**src/core/oodt_map.svh**
```systemverilog
// Offsets, fields, resets and timing counts of the on/off delay timer.
// Assumes a 20 MHz clock and a byte-addressed Avalon-MM register port.
//
// What this block does
// - On-delay: trigger rise starts elapsed from zero
// - On-delay: output high after delay held high
// - On-delay: early trigger fall clears elapsed, output low
// - On-delay: output low while trigger low
// - Delay from constant or selected block value
// - Constant bases: s 10ms, m 1s, h 1min
// - Block value limits 99990 ms, 5999 s/min
// - Off-delay: trigger rise sets output at once
// - Off-delay: trigger fall restarts elapsed, output held
// - Off-delay: output low when elapsed reaches delay
// - Off-delay: new trigger pulse restarts elapsed
// - Off-delay: clear zeroes elapsed, output low
// - Off-delay: clear beats trigger
// - Retention keeps state over power loss
`ifndef OODT_MAP_SVH
`define OODT_MAP_SVH

`define OODT_CLK_PERIOD_NS   50
`define OODT_TICK_FINE_NS    10000000
`define OODT_CYC_FINE        (`OODT_TICK_FINE_NS / `OODT_CLK_PERIOD_NS)
`define OODT_FINE_PER_SEC    100
`define OODT_SEC_PER_MIN     60
`define OODT_MS_PER_FINE     10

`define OODT_CTRL_OFS        5'h00
`define OODT_DELAY_OFS       5'h04
`define OODT_STATUS_OFS      5'h08
`define OODT_ELAPSED_OFS     5'h0c

`define OODT_CTRL_MODE_BIT   0
`define OODT_CTRL_TB_LSB     1
`define OODT_CTRL_SRC_BIT    3
`define OODT_CTRL_RET_BIT    4
`define OODT_CTRL_BLK_LSB    8
`define OODT_CTRL_MASK       32'h00000f1f
`define OODT_CTRL_RST        32'h00000000

`define OODT_DLY_MIN_LSB     0
`define OODT_DLY_MAJ_LSB     8
`define OODT_DLY_MASK        32'h00007f7f
`define OODT_DLY_RST         32'h00000000

`define OODT_STAT_Q_BIT      0
`define OODT_STAT_TRG_BIT    1
`define OODT_STAT_RUN_BIT    2
`define OODT_STAT_DLY_LSB    16

`define OODT_MAX_MAJOR       7'h63
`define OODT_MAX_MINOR_FINE  7'h63
`define OODT_MAX_MINOR_60    7'h3b
`define OODT_MAX_SRC_MS      99990
`define OODT_MAX_SRC_UNIT    5999

`endif

```
**src/core/oodt_pkg.sv**
```systemverilog
// Types of the on/off delay timer.
// Assumes oodt_map.svh holds the numbers.
package oodt_pkg;

  typedef enum logic [2:0] {
    oodt_idle = 3'h1,
    oodt_hold = 3'h2,
    oodt_time = 3'h4
  } oodt_state_t;

  typedef enum logic [1:0] {
    oodt_tb_fine = 2'h0,
    oodt_tb_sec  = 2'h1,
    oodt_tb_min  = 2'h2
  } oodt_tb_t;

endpackage

```
**src/core/oodt_tick_gen.sv**
```systemverilog
// Time-base tick generator: 10 ms, 1 s and 1 min pulses.
// Assumes a free clock; restart_i realigns all prescalers.
`timescale 1ns/1ps
`include "oodt_map.svh"
module oodt_tick_gen
  import oodt_pkg::*;
#(
  parameter int unsigned CYC_FINE     = `OODT_CYC_FINE,
  parameter int unsigned FINE_PER_SEC = `OODT_FINE_PER_SEC,
  parameter int unsigned SEC_PER_MIN  = `OODT_SEC_PER_MIN
) (
  // Clock and control
  input  wire logic       clock_i,
  input  wire logic       rst_i,
  input  wire logic       ce_i,
  input  wire logic       restart_i,
  // Ticks, index by oodt_tb_t
  output logic [2:0]      tick_o
);

  localparam int FW = (CYC_FINE > 2) ? $clog2(CYC_FINE) : 1;

  // Second and minute prescalers are 7 and 6 bits wide
  if (CYC_FINE < 2 || FINE_PER_SEC < 2 || SEC_PER_MIN < 2 ||
      FINE_PER_SEC > 128 || SEC_PER_MIN > 64) begin : g_bad
    $error("oodt_tick_gen: prescale counts out of range");
  end

  logic [FW-1:0] cnt_fine;
  logic [6:0]    cnt_sec;
  logic [5:0]    cnt_min;

  wire wrap_fine = (cnt_fine == FW'(CYC_FINE - 1));
  wire wrap_sec  = wrap_fine & (cnt_sec == 7'(FINE_PER_SEC - 1));
  wire wrap_min  = wrap_sec & (cnt_min == 6'(SEC_PER_MIN - 1));

  // Prescaler chain; restart keeps the first tick a full period away
  always_ff @(posedge clock_i or posedge rst_i) begin
    if (rst_i) begin
      cnt_fine <= '0;
      cnt_sec  <= '0;
      cnt_min  <= '0;
      tick_o   <= '0;
    end else if (ce_i) begin
      if (restart_i) begin
        cnt_fine <= '0;
        cnt_sec  <= '0;
        cnt_min  <= '0;
        tick_o   <= '0;
      end else begin
        cnt_fine <= wrap_fine ? '0 : cnt_fine + 1'b1;
        if (wrap_fine) cnt_sec <= wrap_sec ? '0 : cnt_sec + 1'b1;
        if (wrap_sec)  cnt_min <= wrap_min ? '0 : cnt_min + 1'b1;
        tick_o   <= {wrap_min, wrap_sec, wrap_fine};
      end
    end
  end

endmodule // oodt_tick_gen

```
**src/core/oodt_timer.sv**
```systemverilog
// On-delay / off-delay relay timer with an Avalon-MM register port.
// Assumes trigger, clear and block values come from logic on clock_i.
`timescale 1ns/1ps
`include "oodt_map.svh"
module oodt_timer
  import oodt_pkg::*;
#(
  parameter int unsigned CYC_FINE = `OODT_CYC_FINE,
  parameter int unsigned NUM_SRC  = 16,
  parameter int unsigned SRC_W    = 17
) (
  // Clock and reset
  input  wire logic                     clock_i,
  input  wire logic                     rst_i,
  input  wire logic                     ce_i,
  // Avalon-MM slave
  input  wire logic [4:0]               avs_address_i,
  input  wire logic                     avs_read_i,
  input  wire logic                     avs_write_i,
  input  wire logic [31:0]              avs_writedata_i,
  input  wire logic [3:0]               avs_byteenable_i,
  output logic      [31:0]              avs_readdata_o,
  output logic                          avs_waitrequest_o,
  // Function block inputs
  input  wire logic                     trg_i,
  input  wire logic                     clr_i,
  input  wire logic                     power_up_i,
  input  wire logic [NUM_SRC*SRC_W-1:0] src_values_i,
  // Relay output
  output logic                          relay_o
);

  if (NUM_SRC < 1 || NUM_SRC > 16 || SRC_W < 17) begin : g_bad
    $error("oodt_timer: NUM_SRC must be 1..16 and SRC_W at least 17");
  end

  ////////////////////////////////////////////////////////////////////
  // Helpers

  function automatic logic hit(input logic [4:0] a,
                               input logic [4:0] ofs);
    return {a[4:2], 2'b00} == ofs;
  endfunction

  function automatic logic [31:0] merge(input logic [31:0] old,
                                        input logic [31:0] wd,
                                        input logic [3:0]  be);
    logic [31:0] r;
    r = old;
    for (int i = 0; i < 4; i++) begin
      if (be[i]) r[8*i +: 8] = wd[8*i +: 8];
    end
    return r;
  endfunction

  ////////////////////////////////////////////////////////////////////
  // Registers and state

  logic [31:0]  ctrl;
  logic [31:0]  delay_reg;
  oodt_state_t  state;
  oodt_state_t  next_state;
  logic [13:0]  elapsed_time;
  logic [13:0]  next_elapsed;
  logic         relay_q;
  logic         next_q;
  logic         trig_q;
  logic         restart;
  logic [2:0]   ticks;

  ////////////////////////////////////////////////////////////////////
  // Configuration fields

  wire       mode_off = ctrl[`OODT_CTRL_MODE_BIT];
  wire [1:0] tb_raw   = ctrl[`OODT_CTRL_TB_LSB +: 2];
  wire       src_sel  = ctrl[`OODT_CTRL_SRC_BIT];
  wire       retain   = ctrl[`OODT_CTRL_RET_BIT];
  wire [3:0] blk      = ctrl[`OODT_CTRL_BLK_LSB +: 4];

  // Unused base code behaves as minutes
  wire [1:0] tb      = (tb_raw == 2'h3) ? oodt_tb_min : tb_raw;
  wire       tb_fine = (tb == oodt_tb_fine);

  ////////////////////////////////////////////////////////////////////
  // Constant delay in ticks

  wire [6:0] maj_raw = delay_reg[`OODT_DLY_MAJ_LSB +: 7];
  wire [6:0] min_raw = delay_reg[`OODT_DLY_MIN_LSB +: 7];
  wire [6:0] maj_c   = (maj_raw > `OODT_MAX_MAJOR) ? `OODT_MAX_MAJOR
                                                   : maj_raw;
  wire [6:0] min_lim = tb_fine ? `OODT_MAX_MINOR_FINE
                               : `OODT_MAX_MINOR_60;
  wire [6:0] min_c   = (min_raw > min_lim) ? min_lim : min_raw;

  // ss:cc, mm:ss or hh:mm folded into fine, second or minute ticks
  wire [13:0] scale      = tb_fine ? 14'(`OODT_FINE_PER_SEC)
                                   : 14'(`OODT_SEC_PER_MIN);
  wire [13:0] const_tick = 14'(maj_c) * scale + 14'(min_c);

  ////////////////////////////////////////////////////////////////////
  // Delay from another block's value

  wire [3:0]       blk_ok  = (32'(blk) < NUM_SRC) ? blk : 4'h0;
  wire [SRC_W-1:0] src_raw = src_values_i[32'(blk_ok)*SRC_W +: SRC_W];
  wire [SRC_W-1:0] src_lim = tb_fine ? SRC_W'(`OODT_MAX_SRC_MS)
                                     : SRC_W'(`OODT_MAX_SRC_UNIT);
  wire [SRC_W-1:0] src_c   = (src_raw > src_lim) ? src_lim
                                                 : src_raw;
  // Milliseconds counted in 10 ms ticks, rounded down
  wire [SRC_W-1:0] src_div = src_c / SRC_W'(`OODT_MS_PER_FINE);
  wire [13:0]      src_tick = tb_fine ? src_div[13:0]
                                      : src_c[13:0];

  wire [13:0] delay_ticks = src_sel ? src_tick
                                    : const_tick;

  ////////////////////////////////////////////////////////////////////
  // Time base

  oodt_tick_gen #(
    .CYC_FINE     (CYC_FINE),
    .FINE_PER_SEC (`OODT_FINE_PER_SEC),
    .SEC_PER_MIN  (`OODT_SEC_PER_MIN)
  ) u_tick (
    .clock_i   (clock_i),
    .rst_i     (rst_i),
    .ce_i      (ce_i),
    .restart_i (restart),
    .tick_o    (ticks)
  );

  wire tick_sel = ticks[tb];

  ////////////////////////////////////////////////////////////////////
  // Trigger edges

  wire rise     = trg_i & ~trig_q;
  wire pwr_kill = power_up_i & ~retain;
  wire reached  = (elapsed_time >= delay_ticks);

  ////////////////////////////////////////////////////////////////////
  // Delay state machine

  always_comb begin
    next_state   = state;
    next_elapsed = elapsed_time;
    next_q       = relay_q;
    restart      = 1'b0;
    if (pwr_kill) begin
      next_state   = oodt_idle;
      next_elapsed = '0;
      next_q       = 1'b0;
    end else if (mode_off && clr_i) begin
      next_state   = oodt_idle;
      next_elapsed = '0;
      next_q       = 1'b0;
    end else begin
      unique case (state)
        oodt_idle: begin
          if (rise) begin
            next_state   = mode_off ? oodt_hold : oodt_time;
            next_elapsed = '0;
            next_q       = mode_off;
            restart      = ~mode_off;
          end
        end
        oodt_hold: begin
          if (!trg_i && mode_off) begin
            next_state   = oodt_time;
            next_elapsed = '0;
            restart      = 1'b1;
          end else if (!trg_i) begin
            next_state   = oodt_idle;
            next_elapsed = '0;
            next_q       = 1'b0;
          end
        end
        oodt_time: begin
          if (mode_off) begin
            if (trg_i) begin
              next_state   = oodt_hold;
              next_elapsed = '0;
              next_q       = 1'b1;
            end else if (reached) begin
              next_state = oodt_idle;
              next_q     = 1'b0;
            end else if (tick_sel) begin
              next_elapsed = elapsed_time + 14'h1;
            end
          end else begin
            if (!trg_i) begin
              next_state   = oodt_idle;
              next_elapsed = '0;
              next_q       = 1'b0;
            end else if (reached) begin
              next_state = oodt_hold;
              next_q     = 1'b1;
            end else if (tick_sel) begin
              next_elapsed = elapsed_time + 14'h1;
            end
          end
        end
        default: begin
          next_state   = oodt_idle;
          next_elapsed = '0;
          next_q       = 1'b0;
        end
      endcase
    end
  end

  always_ff @(posedge clock_i or posedge rst_i) begin
    if (rst_i) begin
      state        <= oodt_idle;
      elapsed_time <= '0;
      relay_q      <= 1'b0;
      trig_q       <= 1'b0;
    end else if (ce_i) begin
      state        <= next_state;
      elapsed_time <= next_elapsed;
      relay_q      <= next_q;
      trig_q       <= trg_i;
    end
  end

  assign relay_o = relay_q;

  ////////////////////////////////////////////////////////////////////
  // Register port

  wire bus_take  = (avs_read_i | avs_write_i) & avs_waitrequest_o;
  wire wr_commit = avs_write_i & ~avs_waitrequest_o;

  wire sel_ctrl  = hit(avs_address_i, `OODT_CTRL_OFS);
  wire sel_dly   = hit(avs_address_i, `OODT_DELAY_OFS);
  wire sel_stat  = hit(avs_address_i, `OODT_STATUS_OFS);
  wire sel_elap  = hit(avs_address_i, `OODT_ELAPSED_OFS);

  wire [31:0] status_word = (32'(delay_ticks) << `OODT_STAT_DLY_LSB)
                          | (32'(state == oodt_time) << `OODT_STAT_RUN_BIT)
                          | (32'(trg_i) << `OODT_STAT_TRG_BIT)
                          | (32'(relay_q) << `OODT_STAT_Q_BIT);

  wire [31:0] rd_word = sel_ctrl ? ctrl
                      : sel_dly  ? delay_reg
                      : sel_stat ? status_word
                      : sel_elap ? 32'(elapsed_time)
                      : 32'h0;

  // One wait cycle per access; read data lands as waitrequest drops, the write one edge later
  always_ff @(posedge clock_i or posedge rst_i) begin
    if (rst_i) begin
      avs_waitrequest_o <= 1'b1;
      avs_readdata_o    <= 32'h0;
      ctrl              <= `OODT_CTRL_RST;
      delay_reg         <= `OODT_DLY_RST;
    end else if (ce_i) begin
      avs_waitrequest_o <= ~bus_take;
      if (bus_take && avs_read_i) avs_readdata_o <= rd_word;
      if (wr_commit && sel_ctrl)
        ctrl <= merge(ctrl, avs_writedata_i, avs_byteenable_i)
                & `OODT_CTRL_MASK;
      if (wr_commit && sel_dly)
        delay_reg <= merge(delay_reg, avs_writedata_i, avs_byteenable_i)
                     & `OODT_DLY_MASK;
    end
  end
endmodule // oodt_timer

```
**config.mk**
```make
export PLATFORM = sky130hd
export DESIGN_NAME = oodt_timer
export DESIGN_NICKNAME = d
export VERILOG_FILES = /design/src/core/oodt_pkg.sv /design/src/core/oodt_tick_gen.sv /design/src/core/oodt_timer.sv
export VERILOG_INCLUDE_DIRS = /design/src /design/src/core
export SDC_FILE = /design/constraint.sdc
export NUM_CORES = 1
export LEC_CHECK = 0
export BUFFER_PORTS_ARGS = -buffer_cell sky130_fd_sc_hd__buf_2
export CAP_MARGIN = 20
export CORE_ASPECT_RATIO = 2
export CORE_MARGIN = 3
export CORE_UTILIZATION = 35
export CTS_CLUSTER_DIAMETER = 120
export DETAILED_ROUTE_END_ITERATION = 7
export GPL_TIMING_DRIVEN = 0
export PLACE_DENSITY = 0.56
export SLEW_MARGIN = 20
export SYNTH_ARGS = -nofsm -noshare
export SYNTH_HDL_FRONTEND = slang
export SYNTH_SLANG_ARGS = --single-unit
```
**constraint.sdc**
```tcl
create_clock -name clock_i -period 14.8 [get_ports clock_i]
set_input_delay 0.74 -clock clock_i [delete_from_list [all_inputs] [get_ports clock_i]]
set_output_delay 0.74 -clock clock_i [all_outputs]
set_load 0.02 [all_outputs]
```
==> flow_summary.json <==
{
  "status": "finished, final reports clean",
  "vias": 11520,
  "fin_crit_sh_pct": 93.99,
  "final_util_pct": 44.10,
  "slew_violations": 0,
  "gr-total-overflow": 0,
  "final_nets": 1971,
  "seq_area_frac_synth_pct": 23.28,
  "largest_reg_flops": 29,
  "firstDrtPassIters": 5,
  "largestRegisters": "avs_readdata_o (29), u_tick.cnt_fine (18)",
  "arrival_ns": 14.14,
  "critical_path.slowest_cell": "mux4_2",
  "yosys_warnings": 0,
  "worstMarginPinSlew_ns": 1.013,
  "gp_congestion": 0.9512,
  "htreeDepth": 3,
  "cts_setup_buffers": 0,
  "fin_skew_ns": 0.009296,
  "vdd_drop_max_mv": 0.1689,
  "hold_violations": 0,
  "clock_sinks": 106,
  "dpl.hpwl_um": 39400,
  "start_util_pct": 35.77,
  "fmax_mhz": 71.89,
  "fin_area_um2": 14060,
  "cp-end-kind": "flip-flop",
  "grt_pass1_vias": 12290,
  "fp.coreArea_um2": 31890,
  "ys_types": 100,
  "post-place-ws_ns": -1.217,
  "drc": 0,
  "layout_common_cells": "buf_2 (335), nand2_1 (129), dfrtp_1 (104)",
  "ios": 355,
  "ys_ff_latch": 106,
  "synth_cells": 1223,
  "numCtsBuffers": 9,
  "drtAntennaViolNets": 0,
  "setup_viol_count_final": 0,
  "via_per_inst": 5.773,
  "grt_max_degree": 78,
  "portBuffers": 328,
  "synth_edf_count": 0,
  "antenna_found_initial": 7,
  "tns_ns": 0,
  "ys.flop_type": "dfrtp_1",
  "total_leakage_power_nw": 6.417,
  "period_needed_ns": 13.91,
  "max-slew-margin-rel_pct": 32.50,
  "cts-root-buf": "clkbuf_16",
  "syn_to_final_growth_pct": 23.29,
  "path_class": "reg -> reg",
  "synth-async-reset-ratio_pct": 100.0,
  "cts.clk_slew.worst_paths_ns": 0.08,
  "routedWlPerCell_um": 22.82,
  "slowest_delay_ns": 0.60,
  "wirelength_um": 45530,
  "syn_area_um2": 11410,
  "required_ns": 15.03,
  "grt_pass1_wl_um": 69130,
  "drt_iter0_drc": 549,
  "final_common_cell": "buf_2",
  "cellPowerDensity_nw_per_um2": 261.2,
  "dieArea_um2": 34920,
  "fp.dieW_um": 133.7,
  "rows": 92,
  "die_h_um": 261.3,
  "clk_path_buf_depth": 2,
  "drive_gt1_share_pct": 33.76,
  "place_area_um2": 13620,
  "crit_top_cell": "a21oi_1",
  "hold_path.class": "in -> async",
  "cts_tree": "done",
  "avgSynthCellArea_um2": 9.326,
  "total_power_mw": 3.673,
  "clk_latency_ns": 0.36,
  "max-cap-violations": 0,
  "grt.total_usage_pct": 25.93,
  "layout_setup_ws_ns": 0.8898,
  "top_register": "avs_readdata_o",
  "crit_fanout": 19,
  "cp-start-kind": "flip-flop"
}
-- cells in the mapped netlist, drive strengths merged (6+ instances only) --
master / count / area [µm²]
a21o: 14 / 105.1
o21a: 10 / 75.07
nand2: 132 / 503.0
nand3: 36 / 185.2
nand4: 24 / 150.1
ha: 69 / 863.3
mux2: 37 / 420.4
or3: 7 / 43.79
fa: 19 / 380.4
o22ai: 8 / 50.05
xor2: 19 / 166.4
a31oi: 18 / 118.9
a21oi: 58 / 290.3
buf: 29 / 192.7
clkbuf: 38 / 142.6
a22o: 9 / 78.83
nor2: 98 / 367.9
xnor2: 18 / 157.7
a32o: 6 / 60.06
a22oi: 20 / 150.1
a221oi: 6 / 87.58
o211ai: 11 / 82.58
o32ai: 7 / 95.09
inv: 66 / 247.7
o31ai: 11 / 82.58
dfrtp: 104 / 2603
and2: 8 / 52.55
mux4: 75 / 1693
o21ai: 79 / 399.1
o21bai: 6 / 45.04
mux2i: 24 / 256.5
nor2b: 15 / 93.84
nor4: 8 / 50.05
nand2b: 11 / 68.82
nor3: 25 / 135.1
-- layer usage --
metal / GRT usage, % / vias up / share of wire [%]
li1: - / 5324 / -
met3: 2.576 / 112 / 4.7
met1: 23.95 / 5578 / 31
met5: 0 / - / 0
met2: 52.59 / 504 / 56
met4: 16.59 / 0 / 7.6
-- final timing paths --
| check | startpoint | endpoint | slack (ns) | cells past startpoint |
|---|---|---|---|---|
| max | ctrl[9] | elapsed_time[11] | 0.89 | 63 |
| min | rst_i | delay_reg[14] | 0.33 | 2 |
| max reg2reg | ctrl[9] | elapsed_time[11] | 0.89 | 63 |
| min reg2reg | avs_readdata_o[4] | avs_readdata_o[4] | 0.48 | 2 |
| max in group asynchronous | rst_i | state[0] | 13.74 | 3 |
| min in group clock_i | avs_readdata_o[4] | avs_readdata_o[4] | 0.48 | 2 |
-- layout make-up --
class / count / area (µm²)
diodes: 5 / 12.51
plain buffers: 64 / 352.8
clock buffers: 9 / 225.2
clock inverters: 7 / 102.6
fillers: 3219 / 17820
inverters: 67 / 256.5
multi-input cells: 985 / 8259
flip-flops and latches: 106 / 2655
well taps: 423 / 529.3
repair buffers: 329 / 1669
-- per-stage QoR --
stage               cells  hold slack (ns)
floorplan            1225           0.4504
global placement     1976           0.4656
detailed placement   1977           0.4675
CTS                  1991           0.3365
global route         1992           0.3626
finish               1995           0.3350
-- report_power, final --
group | leakage (nW) | switching (mW) | internal, mW
Sequential | 1.43 | 0.0310 | 0.321
Clock | 0.162 | 0.115 | 0.150
Combinational | 4.83 | 1.86 | 1.20
-- what timing repair did --
| item | CTS | global route |
|---|---|---|
| resized for setup | 10 | 23 |
| cloned | 0 | 0 |
| hold buffers | 0 | 0 |
| setup endpoints to repair | 15 | 16 |
-- logic make-up (layout without fill, tap and decap cells) --
kind of cell             after synthesis  in the layout  share of synthesized area [%]
adder cells (fa/ha/maj)               90             90                          11.08
AND/OR/NAND/NOR                      396            396                          16.74
AO/OA/AOI/OAI                        323            323                          20.11
XOR/XNOR                              37             37                          2.841
flip-flops                           106            106                          23.28
multiplexers                         136            136                          20.78
buffers and inverters                134            476                          5.145
other                                  1              8                        0.03288
-- worst max-delay path, delay by kind of cell (launching register included) --
family,cells,cell delay (ns)
compound gates,28,5.52
xor+xnor,1,0.15
fa+ha+maj,3,0.74
buf+inv,12,2.84
flops,1,0.42
mux,4,1.61
simple gates,15,2.42
Power figures use the tool's default switching activity.
